## src/include/acp_pkg.sv

```systemverilog
// Shared constants, encodings and reset values of the serial configuration port
package acp_pkg;
	// Frame geometry
	localparam logic [3:0]  INSTR_LAST      = 4'hF;
	localparam logic [3:0]  INSTR_BYTE_MASK = 4'h7;
	localparam logic [2:0]  BIT_LAST        = 3'h7;
	localparam int unsigned INSTR_RW_POS    = 15;
	localparam int unsigned INSTR_LEN_HI    = 14;
	localparam int unsigned INSTR_LEN_LO    = 13;
	localparam int unsigned ADDR_W          = 13;
	localparam logic [1:0]  LEN_STREAM      = 2'h3;
	localparam logic [1:0]  LEN_LAST        = 2'h0;

	// Register addresses
	localparam logic [12:0] ADDR_PORT_CFG   = 13'h0000;
	localparam logic [12:0] ADDR_CHIP_ID    = 13'h0001;
	localparam logic [12:0] ADDR_CHIP_GRADE = 13'h0002;
	localparam logic [12:0] ADDR_CHAN_IDX   = 13'h0005;
	localparam logic [12:0] ADDR_POWER_MODE = 13'h0008;
	localparam logic [12:0] ADDR_CLOCK      = 13'h0009;
	localparam logic [12:0] ADDR_TEST_IO    = 13'h000D;
	localparam logic [12:0] ADDR_OFFSET     = 13'h0010;
	localparam logic [12:0] ADDR_OUT_MODE   = 13'h0014;
	localparam logic [12:0] ADDR_OUT_PHASE  = 13'h0016;
	localparam logic [12:0] ADDR_OUT_DELAY  = 13'h0017;
	localparam logic [12:0] ADDR_VREF       = 13'h0018;
	localparam logic [12:0] ADDR_TRANSFER   = 13'h00FF;
	localparam logic [12:0] ADDR_SHADOW_LO  = ADDR_POWER_MODE;
	localparam logic [12:0] ADDR_SHADOW_HI  = ADDR_VREF;
	localparam int unsigned SHADOW_N        = 17;

	// Field positions
	localparam int unsigned LSB_FIRST_BIT   = 6;
	localparam int unsigned TRANSFER_BIT    = 0;
	localparam int unsigned DCS_BIT         = 0;
	localparam int unsigned FORMAT_BIT      = 0;
	localparam int unsigned OUT_DISABLE_BIT = 4;
	localparam int unsigned DCO_INVERT_BIT  = 7;
	localparam logic [1:0]  PM_DOWN         = 2'h1;
	localparam logic [1:0]  PM_STANDBY      = 2'h2;

	// Reset values
	localparam logic [1:0]  CHAN_IDX_RST    = 2'h3;
	localparam logic [7:0]  CLOCK_RST       = 8'h01;
	localparam logic [7:0]  VREF_RST        = 8'hC0;
	localparam logic [7:0]  ZERO_BYTE       = 8'h00;

	// Pin synchroniser lanes and their reset levels
	localparam int unsigned PIN_N           = 5;
	localparam int unsigned PIN_SCLK        = 0;
	localparam int unsigned PIN_SEL_N       = 1;
	localparam int unsigned PIN_SDIO        = 2;
	localparam int unsigned PIN_OE_N        = 3;
	localparam int unsigned PIN_POWER_DOWN_PIN        = 4;
	localparam logic [4:0]  SYNC_RST        = 5'h02;

	// Settling cycles before the strap decision is taken
	localparam logic [1:0]  STRAP_WAIT      = 2'h3;

	// Frame phases
	typedef enum logic [3:0] {
		ACP_IDLE  = 4'h1,
		ACP_INSTR = 4'h2,
		ACP_DATA  = 4'h4,
		ACP_DONE  = 4'h8
	} acp_phase_type;

	// Reset value of one shadowed setup register
	function automatic logic [7:0] acp_shadow_rst(input logic [4:0] idx);
		logic [12:0] a;
		a = ADDR_SHADOW_LO + {8'h00, idx};
		if (a == ADDR_CLOCK)
			return CLOCK_RST;
		else if (a == ADDR_VREF)
			return VREF_RST;
		return ZERO_BYTE;
	endfunction
endpackage

```

## src/include/acp_pins_if.sv

```systemverilog
// Synchronised pin levels and edges passed from the pin stage to the port engine
`timescale 1ns/1ps
interface acp_pins_if;
	logic sclk;
	logic sel_n;
	logic sdio;
	logic oe_n;
	logic power_down_pin;
	logic sclk_rise;
	logic sclk_fall;
	logic sel_rise;

	modport src (output sclk, sel_n, sdio, oe_n, power_down_pin, sclk_rise, sclk_fall, sel_rise);
	modport snk (input sclk, sel_n, sdio, oe_n, power_down_pin, sclk_rise, sclk_fall, sel_rise);
endinterface

```

## src/hw/acp_config_port.sv

```systemverilog
// Serial configuration port with strap fallback and shadowed setup registers
`timescale 1ns/1ps
module acp_config_port
	import acp_pkg::*;
#(
	parameter logic [7:0] CHIP_ID    = 8'hA5, // Arbitrary identification value
	parameter logic [7:0] CHIP_GRADE = 8'h00  // Arbitrary grade value
) (
	// Clock and reset
	input  wire logic        I_CORE_CLK,
	input  wire logic        I_RST,
	// Serial port pins
	input  wire logic        I_SERIAL_CLOCK_FORMAT_STRAP,
	input  wire logic        I_SELECT_N,
	input  wire logic        I_SERIAL_DATA_STABILIZER_STRAP,
	output logic             O_SERIAL_DATA_STABILIZER_STRAP,
	output logic             O_SERIAL_DATA_STABILIZER_STRAP_OE,
	// Static control pins
	input  wire logic        I_OUTPUT_ENABLE_N,
	input  wire logic        I_POWER_DOWN_PIN,
	// Converter controls
	output logic             O_STRAP_MODE,
	output logic             O_POWER_DOWN,
	output logic             O_STANDBY,
	output logic             O_DUTY_CYCLE_STABILIZER,
	output logic [1:0]       O_DATA_FORMAT_SELECT,
	output logic [1:0]       O_OUTPUT_HIZ,
	output logic [1:0]       O_DATA_CLOCK_OUT_INVERT,
	output logic [15:0]      O_DATA_CLOCK_OUT_DELAY,
	output logic [15:0]      O_TEST_MODE,
	output logic [15:0]      O_OFFSET_ADJUST,
	output logic [7:0]       O_VREF_SELECT
);
	import acp_pkg::*;

	typedef logic [1:0][SHADOW_N-1:0][7:0] acp_bank_type;

	typedef struct packed {
		logic          decided;
		logic [1:0]    wait_cnt;
		logic          strap;
		acp_phase_type phase;
		logic [3:0]    icnt;
		logic [2:0]    bcnt;
		logic [15:0]   instr;
		logic [7:0]    rx;
		logic [7:0]    tx;
		logic          rd;
		logic [1:0]    left;
		logic [12:0]   addr;
		logic          lsb_first;
		logic [1:0]    chan;
		logic          xfer;
		acp_bank_type  shadow;
		acp_bank_type  active;
		logic          sdio_o;
		logic          sdio_oe;
		logic          pd;
		logic          sb;
		logic          duty_cycle_stabilizer;
		logic [1:0]    fmt;
		logic [1:0]    hiz;
		logic [1:0]    inv;
	} acp_state_type;

	acp_state_type s_q;
	acp_state_type s_d;
	acp_bank_type  bank_rst;

	acp_pins_if pins ();

	// Pin synchronisers
	acp_pin_sync u_sync (
		.i_clk  (I_CORE_CLK),
		.i_rst  (I_RST),
		.i_pins ({I_POWER_DOWN_PIN, I_OUTPUT_ENABLE_N, I_SERIAL_DATA_STABILIZER_STRAP,
			I_SELECT_N, I_SERIAL_CLOCK_FORMAT_STRAP}),
		.pins   (pins.src)
	);

	// Reset image of both register banks
	for (genvar c = 0; c < 2; c++) begin : g_bank
		for (genvar r = 0; r < SHADOW_N; r++) begin : g_reg
			assign bank_rst[c][r] = acp_shadow_rst(5'(r));
		end
	end

	function automatic logic in_shadow(input logic [12:0] a);
		return (a >= ADDR_SHADOW_LO) && (a <= ADDR_SHADOW_HI);
	endfunction

	function automatic logic [4:0] shadow_idx(input logic [12:0] a);
		return 5'(a - ADDR_SHADOW_LO);
	endfunction

	// Global setup registers ignore the channel index
	function automatic logic is_global(input logic [12:0] a);
		return (a == ADDR_POWER_MODE) || (a == ADDR_CLOCK) || (a == ADDR_VREF);
	endfunction

	// Readback value at one address
	function automatic logic [7:0] read_byte(input acp_state_type st, input logic [12:0] a);
		logic [7:0] v;
		v = ZERO_BYTE;
		if (a == ADDR_PORT_CFG)
			v[LSB_FIRST_BIT] = st.lsb_first;
		else if (a == ADDR_CHIP_ID)
			v = CHIP_ID;
		else if (a == ADDR_CHIP_GRADE)
			v = CHIP_GRADE;
		else if (a == ADDR_CHAN_IDX)
			v[1:0] = st.chan;
		else if (a == ADDR_TRANSFER)
			v[TRANSFER_BIT] = st.xfer;
		else if (in_shadow(a))
			v = st.shadow[st.chan[0] ? 0 : 1][shadow_idx(a)];
		return v;
	endfunction

	// Next-state logic of the whole port
	always_comb begin
		logic       d;
		logic [7:0] nb;
		logic [15:0] ni;
		logic [4:0] ix;
		d  = pins.sdio;
		nb = s_q.lsb_first ? {d, s_q.rx[7:1]} : {s_q.rx[6:0], d};
		ni = {s_q.instr[14:0], d};
		ix = shadow_idx(s_q.addr);
		s_d = s_q;
		// Transfer copies the shadow bank and then clears itself
		if (s_q.xfer) begin
			s_d.active = s_q.shadow;
			s_d.xfer   = 1'b0;
		end
		if (!s_q.decided) begin
			// Let the synchronisers settle, then latch the select level once
			if (s_q.wait_cnt == STRAP_WAIT) begin
				s_d.decided = 1'b1;
				s_d.strap   = pins.sel_n;
			end else begin
				s_d.wait_cnt = s_q.wait_cnt + 2'h1;
			end
		end else if (s_q.strap) begin
			s_d.sdio_oe = 1'b0;
			s_d.phase   = ACP_IDLE;
		end else if (pins.sel_n) begin
			s_d.sdio_oe = 1'b0;
			// A rise mid-byte, after the last byte, or while streaming ends the frame
			if (pins.sel_rise && ((s_q.phase == ACP_INSTR && (s_q.icnt & INSTR_BYTE_MASK) != 4'h0)
					|| (s_q.phase == ACP_DATA && (s_q.bcnt != 3'h0 || s_q.left == LEN_STREAM))
					|| s_q.phase == ACP_DONE)) begin
				s_d.phase = ACP_IDLE;
			end
		end else if (pins.sclk_rise) begin
			case (s_q.phase)
				ACP_IDLE: begin
					s_d.instr = {15'h0000, d};
					s_d.icnt  = 4'h1;
					s_d.phase = ACP_INSTR;
				end
				ACP_INSTR: begin
					s_d.instr = ni;
					s_d.icnt  = s_q.icnt + 4'h1;
					if (s_q.icnt == INSTR_LAST) begin
						s_d.phase = ACP_DATA;
						s_d.rd    = ni[INSTR_RW_POS];
						s_d.left  = ni[INSTR_LEN_HI:INSTR_LEN_LO];
						s_d.addr  = ni[ADDR_W-1:0];
						s_d.bcnt  = 3'h0;
						s_d.tx    = read_byte(s_q, ni[ADDR_W-1:0]);
					end
				end
				ACP_DATA: begin
					s_d.rx   = nb;
					s_d.bcnt = s_q.bcnt + 3'h1;
					if (s_q.bcnt == BIT_LAST) begin
						if (!s_q.rd) begin
							if (s_q.addr == ADDR_PORT_CFG)
								s_d.lsb_first = nb[LSB_FIRST_BIT];
							else if (s_q.addr == ADDR_CHAN_IDX)
								s_d.chan = nb[1:0];
							else if (s_q.addr == ADDR_TRANSFER && nb[TRANSFER_BIT])
								s_d.xfer = 1'b1;
							else if (in_shadow(s_q.addr)) begin
								for (int c = 0; c < 2; c++) begin
									if (is_global(s_q.addr) || s_q.chan[c])
										s_d.shadow[c][ix] = nb;
								end
							end
						end
						s_d.addr = s_q.addr + 13'h0001;
						s_d.tx   = read_byte(s_q, s_q.addr + 13'h0001);
						if (s_q.left == LEN_LAST) begin
							s_d.phase   = ACP_DONE;
							s_d.sdio_oe = 1'b0;
						end else if (s_q.left != LEN_STREAM) begin
							s_d.left = s_q.left - 2'h1;
						end
					end
				end
				ACP_DONE: begin
					s_d.phase = ACP_DONE;
				end
				default: begin
					s_d.phase = ACP_IDLE;
				end
			endcase
		end else if (pins.sclk_fall && s_q.phase == ACP_DATA && s_q.rd) begin
			// Drive the next readback bit on the falling edge
			s_d.sdio_oe = 1'b1;
			s_d.sdio_o  = s_q.lsb_first ? s_q.tx[0] : s_q.tx[7];
			s_d.tx      = s_q.lsb_first ? {1'b0, s_q.tx[7:1]} : {s_q.tx[6:0], 1'b0};
		end
		// Converter controls from straps or from the live register bank
		if (s_q.decided && s_q.strap) begin
			s_d.fmt = {2{pins.sclk}};
			s_d.duty_cycle_stabilizer = pins.sdio;
			s_d.hiz = {2{pins.oe_n}};
			s_d.pd  = pins.power_down_pin;
			s_d.sb  = 1'b0;
		end else if (s_q.decided) begin
			for (int c = 0; c < 2; c++) begin
				s_d.fmt[c] = s_q.active[c][shadow_idx(ADDR_OUT_MODE)][FORMAT_BIT];
				s_d.hiz[c] = pins.oe_n | s_q.active[c][shadow_idx(ADDR_OUT_MODE)][OUT_DISABLE_BIT];
				s_d.inv[c] = s_q.active[c][shadow_idx(ADDR_OUT_PHASE)][DCO_INVERT_BIT];
			end
			s_d.duty_cycle_stabilizer = s_q.active[0][shadow_idx(ADDR_CLOCK)][DCS_BIT];
			s_d.pd  = pins.power_down_pin || s_q.active[0][shadow_idx(ADDR_POWER_MODE)][1:0] == PM_DOWN;
			s_d.sb  = s_q.active[0][shadow_idx(ADDR_POWER_MODE)][1:0] == PM_STANDBY;
		end
	end

	// State register
	always_ff @(posedge I_CORE_CLK) begin
		if (I_RST) begin
			s_q           <= '0;
			s_q.phase     <= ACP_IDLE;
			s_q.chan      <= CHAN_IDX_RST;
			s_q.shadow    <= bank_rst;
			s_q.active    <= bank_rst;
			s_q.duty_cycle_stabilizer       <= CLOCK_RST[DCS_BIT];
		end else begin
			s_q <= s_d;
		end
	end

	// Outputs come straight from state flops
	assign O_SERIAL_DATA_STABILIZER_STRAP    = s_q.sdio_o;
	assign O_SERIAL_DATA_STABILIZER_STRAP_OE = s_q.sdio_oe;
	assign O_STRAP_MODE                      = s_q.strap;
	assign O_POWER_DOWN                      = s_q.pd;
	assign O_STANDBY                         = s_q.sb;
	assign O_DUTY_CYCLE_STABILIZER           = s_q.duty_cycle_stabilizer;
	assign O_DATA_FORMAT_SELECT              = s_q.fmt;
	assign O_OUTPUT_HIZ                      = s_q.hiz;
	assign O_DATA_CLOCK_OUT_INVERT           = s_q.inv;
	assign O_DATA_CLOCK_OUT_DELAY            = {s_q.active[1][shadow_idx(ADDR_OUT_DELAY)],
		s_q.active[0][shadow_idx(ADDR_OUT_DELAY)]};
	assign O_TEST_MODE                       = {s_q.active[1][shadow_idx(ADDR_TEST_IO)],
		s_q.active[0][shadow_idx(ADDR_TEST_IO)]};
	assign O_OFFSET_ADJUST                   = {s_q.active[1][shadow_idx(ADDR_OFFSET)],
		s_q.active[0][shadow_idx(ADDR_OFFSET)]};
	assign O_VREF_SELECT                     = s_q.active[0][shadow_idx(ADDR_VREF)];
endmodule // acp_config_port

```

## src/hw/acp_pin_sync.sv

```systemverilog
// Two-stage synchronisers and edge finders for the asynchronous port pins
`timescale 1ns/1ps
module acp_pin_sync
	import acp_pkg::*;
(
	// Clock and reset
	input  wire logic                    i_clk,
	input  wire logic                    i_rst,
	// Raw pins
	input  wire logic [acp_pkg::PIN_N-1:0] i_pins,
	// Synchronised view
	acp_pins_if.src                      pins
);
	import acp_pkg::*;

	typedef struct packed {
		logic [PIN_N-1:0] s1;
		logic [PIN_N-1:0] s2;
		logic             sclk3;
		logic             sel3;
	} acp_sync_type;

	acp_sync_type s_q;
	acp_sync_type s_d;

	// First stage feeds only the second; edges look at stages two and three
	always_comb begin
		s_d       = s_q;
		s_d.s1    = i_pins;
		s_d.s2    = s_q.s1;
		s_d.sclk3 = s_q.s2[PIN_SCLK];
		s_d.sel3  = s_q.s2[PIN_SEL_N];
	end

	always_ff @(posedge i_clk) begin
		if (i_rst) begin
			s_q <= '{s1: SYNC_RST, s2: SYNC_RST, sclk3: 1'b0, sel3: 1'b1};
		end else begin
			s_q <= s_d;
		end
	end

	// Levels and one-cycle edge pulses
	assign pins.sclk      = s_q.s2[PIN_SCLK];
	assign pins.sel_n     = s_q.s2[PIN_SEL_N];
	assign pins.sdio      = s_q.s2[PIN_SDIO];
	assign pins.oe_n      = s_q.s2[PIN_OE_N];
	assign pins.power_down_pin      = s_q.s2[PIN_POWER_DOWN_PIN];
	assign pins.sclk_rise = s_q.s2[PIN_SCLK] & ~s_q.sclk3;
	assign pins.sclk_fall = ~s_q.s2[PIN_SCLK] & s_q.sclk3;
	assign pins.sel_rise  = s_q.s2[PIN_SEL_N] & ~s_q.sel3;
endmodule // acp_pin_sync

```

## config.mk

```make
export PLATFORM = sky130hd
export DESIGN_NAME = acp_config_port
export DESIGN_NICKNAME = d
export VERILOG_FILES = /design/src/include/acp_pkg.sv /design/src/include/acp_pins_if.sv /design/src/hw/acp_config_port.sv /design/src/hw/acp_pin_sync.sv
export SDC_FILE = /design/constraint.sdc
export NUM_CORES = 1
export LEC_CHECK = 0
export CAP_MARGIN = 15
export CORE_MARGIN = 3
export CORE_UTILIZATION = 60
export DETAILED_ROUTE_END_ITERATION = 16
export DONT_BUFFER_PORTS = 1
export PLACE_DENSITY = 0.76
export SYNTH_ARGS = -nofsm -noshare
export SYNTH_HDL_FRONTEND = slang
export SYNTH_HIERARCHICAL = 1
export SYNTH_SLANG_ARGS = --single-unit
```

## constraint.sdc

```tcl
create_clock -name I_CORE_CLK -period 4.5 [get_ports I_CORE_CLK]
set_input_delay 1.35 -clock I_CORE_CLK [delete_from_list [all_inputs] [get_ports I_CORE_CLK]]
set_output_delay 1.35 -clock I_CORE_CLK [all_outputs]
set_load 0.01 [all_outputs]
```

==> run_results.csv <==
group,metric,value,unit
outcome,status,"complete, no violations",
cells_and_area,n_antenna_cell,0,
sta,rsz0062_at_grt,"false",
critical_path,crit_path_max_fanout,16,
min_path,hold_depth,1,
critical_path,worstSetupStartpointType,"flop",
yosys,post_synth_inst_count,2201,
clock_tree,clk_pin_slew_worst_paths,0.06,ns
cells_and_area,syn2layout_area_growth,5.63,%
global_routing,initial_antenna_violation_count,1,
placed_design,area_post_placement,21700,um2
power_and_ir_drop,power_density,333,nW/um2
routing,wl_met1,27200,um
critical_path,cpMaxStageDelayCell,"and3_1",
placed_design,finalWeightedCongestion,1.01,
critical_path,slowest_delay,0.89,ns
routing,met3_wirelength,6150,um
cells_and_area,layout.cells.most_common,"dfxtp_1",
clock_tree,cts-buffers-inserted,44,
clock_tree,ctsHoldBuffers,0,
yosys,synth_enable_flop_cells,0,
clock_tree,clk_root_buffer_cell,"clkbuf_16",
sta,final_number_of_max_transition_violations,0,
clock_tree,cts_post_setup_buffers_inserted,0,
critical_path,combined_buffer_and_inverter_count_along_the_critical_path,0,
sta,min_period,3.87,ns
clock_tree,clock_insertion_delay_worst_skew,0.61,ns
yosys,synthesis.area_per_instance,9.96,um2
yosys,synthFlopType,"dfxtp_1",
power_and_ir_drop,vdd.ir_drop.worst,0.317,mV
sta,hold-worst-slack,0.409,ns
cells_and_area,stdcell_area,23200,um2
critical_path,launch_point_of_the_worst_reg_to_reg_path,"s_q[615]$_SDFFE_PP0P_",
die,std_cell_rows,69,
global_routing,pin_count_of_the_biggest_net_entering_global_routing,393,
routing,antenna_viol_nets_final,0,
clock_tree,ctsLongestPathBuffers,3,
placed_design,hpwl_after_detailed_placement,48300,um
power_and_ir_drop,p_total,0.00771,W
routing,first_pass_iters,5,
sta,worst_slew_margin_rel,21.3,%
die,fp.dieArea,38900,um2
routing,highest_layer,"met5",
routing,via_count,17300,
die,chipHeight,197,um
yosys,netlist-cell-type-count,80,
yosys,async_reset_ff_share,0,%
sta,tightestPinTransition,1.18,ns
routing,drc,0,
yosys,synth-seq-cells,426,
routing,detail_route.wirelength,69300,um
sta,timing.fmax,259,MHz
critical_path,cp_cell_sequence,"or4b_1 -> nor4_4 -> nand4b_4 -> nor2_4 -> and3_1 -> nor2_1 -> a211oi_1",
yosys,synth_sequential_area_ratio,38.9,%
yosys,postSynthNetCount,2225,
die,initial_utilization,61.2,%
routing,drt-wirelength-per-cell,27.2,um
min_path,timing.hold.worst.class,"reg2reg",
cells_and_area,mostFrequentLayoutCells,"dfxtp_1, nor2_1, mux2i_1",
routing,met2_length,31200,um
critical_path,r2r_cells,7,
global_routing,grt_overflow,0,
global_routing,grt_pass1_vias,16500,
sta,post-route-period-util,85.9,%
placed_design,buffer_ports.inserted,0,
die,chipWidth,197,um
yosys,post_syn_area,21900,um2
global_routing,global_route_wire_length_before_repair,104000,um
die,io-pin-count,75,
cells_and_area,finish.cell_count_without_fillers,2551,
sta,total_negative_setup_slack,0,ns
clock_tree,tritoncts_clock_tree,"yes",
critical_path,worstPathArrival,4.35,ns
min_path,holdCritStartpoint,"u_sync/s_d[3]$_SDFF_PP1_",
clock_tree,clock-sinks,426,
routing,via_per_inst,6.79,
critical_path,critical_path_class,"reg2reg",
cells_and_area,multi_input_comb_area,12100,um2
critical_path,timing.critical_path.max_delay_family,"simple AND/OR/NAND/NOR gates",
die,placeableCoreArea,35800,um2
clock_tree,ctsHtreeMaxLevel,2,
cells_and_area,regArea,8540,um2
clock_tree,cts_resized,0,
critical_path,worstSetupEndpointType,"flop",
yosys,synthesis.yosys.warnings,6,
cells_and_area,fillers,2850,
critical_path,timing.reg2reg.setup_slack,0.63,ns
cells_and_area,finalNetCount,2080,
cells_and_area,fraction_of_final_layout_cells_with_drive_strength_greater_than_1,15.4,%
run,drv_cap,0,
power_and_ir_drop,static-leakage-power,9.19,nW
routing,dr.first_iter.drc_count,1852,
min_path,hold_end,"u_sync/pins.sel_n$_SDFF_PP1_",
sta,final.setup_skew,0.0349,ns
sta,finalHoldViolCount,0,
global_routing,grt_usage,35.3,%
placed_design,placed_cells,2470,
critical_path,cp_data_required_time,4.98,ns
sta,setup_viol_count_final,0,
stage by stage:
stage,utilization [%],setup WS [ns]
after detailed placement,60.5,0.848
after global routing,64.6,0.566
after floorplan,-,0.832
after global placement,60.4,0.946
final,64.6,0.632
after CTS,64.6,0.758
metal layers:
layer	GRT usage, %	up-vias
met5	0	-
met3	8.48	229
li1	-	7645
met1	45.5	8584
met4	20.8	2
met2	54.6	869
worst max-delay path by stage:
stage                                from  depth (start not counted)               endpoint
global route        s_q[615]$_SDFFE_PP0P_                          7                   flop
detailed placement  s_q[615]$_SDFFE_PP0P_                          7                   flop
floorplan           s_q[559]$_SDFFE_PP0P_                         14  s_q[580]$_SDFFE_PP0P_
finish              s_q[615]$_SDFFE_PP0P_                          7                   flop
global placement    s_q[615]$_SDFFE_PP0P_                          7                   flop
CTS                 s_q[615]$_SDFFE_PP0P_                          7                   flop
layout make-up:
| class | instances | share of cell area [%] |
|---|---|---|
| clock buffers | 63 | 5.67 |
| multi-input cells | 1513 | 52.2 |
| inverters | 24 | 0.389 |
| well taps | 461 | 2.49 |
| clock inverters | 17 | 0.778 |
| repair buffers | 47 | 1.61 |
| flip-flops and latches | 426 | 36.9 |
worst reg2reg max path, cell delays in order (launching register included):
cell and delay [ns]:
dfxtp_1 0.44, or4b_1 0.74, nor4_4 0.52, nand4b_4 0.29, nor2_4 0.49, and3_1 0.89, nor2_1 0.10, a211oi_1 0.29
Yosys cell counts (8+ instances only):
master     number  area [um2]
buf_1          13        48.8
and2_1         11        68.8
mux4_2        135        3040
nand4_1        14        87.6
a21oi_1        65         325
mux2i_1       291        2910
nor2_1        406        1520
a22oi_1        26         195
nand3_2         9        90.1
inv_1          22        82.6
nor3_1         28         140
dfxtp_1       426        8530
buf_4          75         563
a211oi_1       78         586
mux2_2         18         203
o21ai_0        45         225
nand3_1        38         190
and3_1         18         113
nand2_2        11        68.8
ha_1           17         213
nor2b_1        22         138
buf_2          40         200
nand2_1        81         304
o211ai_1       10        75.1
or3_1          11        68.8
nand2b_1       11        68.8
o21a_1         45         338
clkbuf_1      105         394
a2111oi_0       8        70.1
report_power, final:
group          total (W)  leakage [nW]  internal [W]  switching, W
clock            0.00376         0.725       0.00216       0.00160
sequential       0.00383          3.44       0.00379     0.0000378
combinational   0.000114          5.03     0.0000485     0.0000657
kinds of logic (layout without fill, tap and decap cells):
logic type,count (synthesis),in the layout,synth area share [%]
adder cells (fa/ha/maj),17,17,0.970
flip-flops,426,426,38.9
multiplexers,444,444,28.1
XOR/XNOR,10,10,0.399
AND/OR/NAND/NOR,704,704,14.9
buffers and inverters,262,151,6.17
AO/OA/AOI/OAI,338,338,10.6
Note: power is estimated with default switching activity, not from simulation.
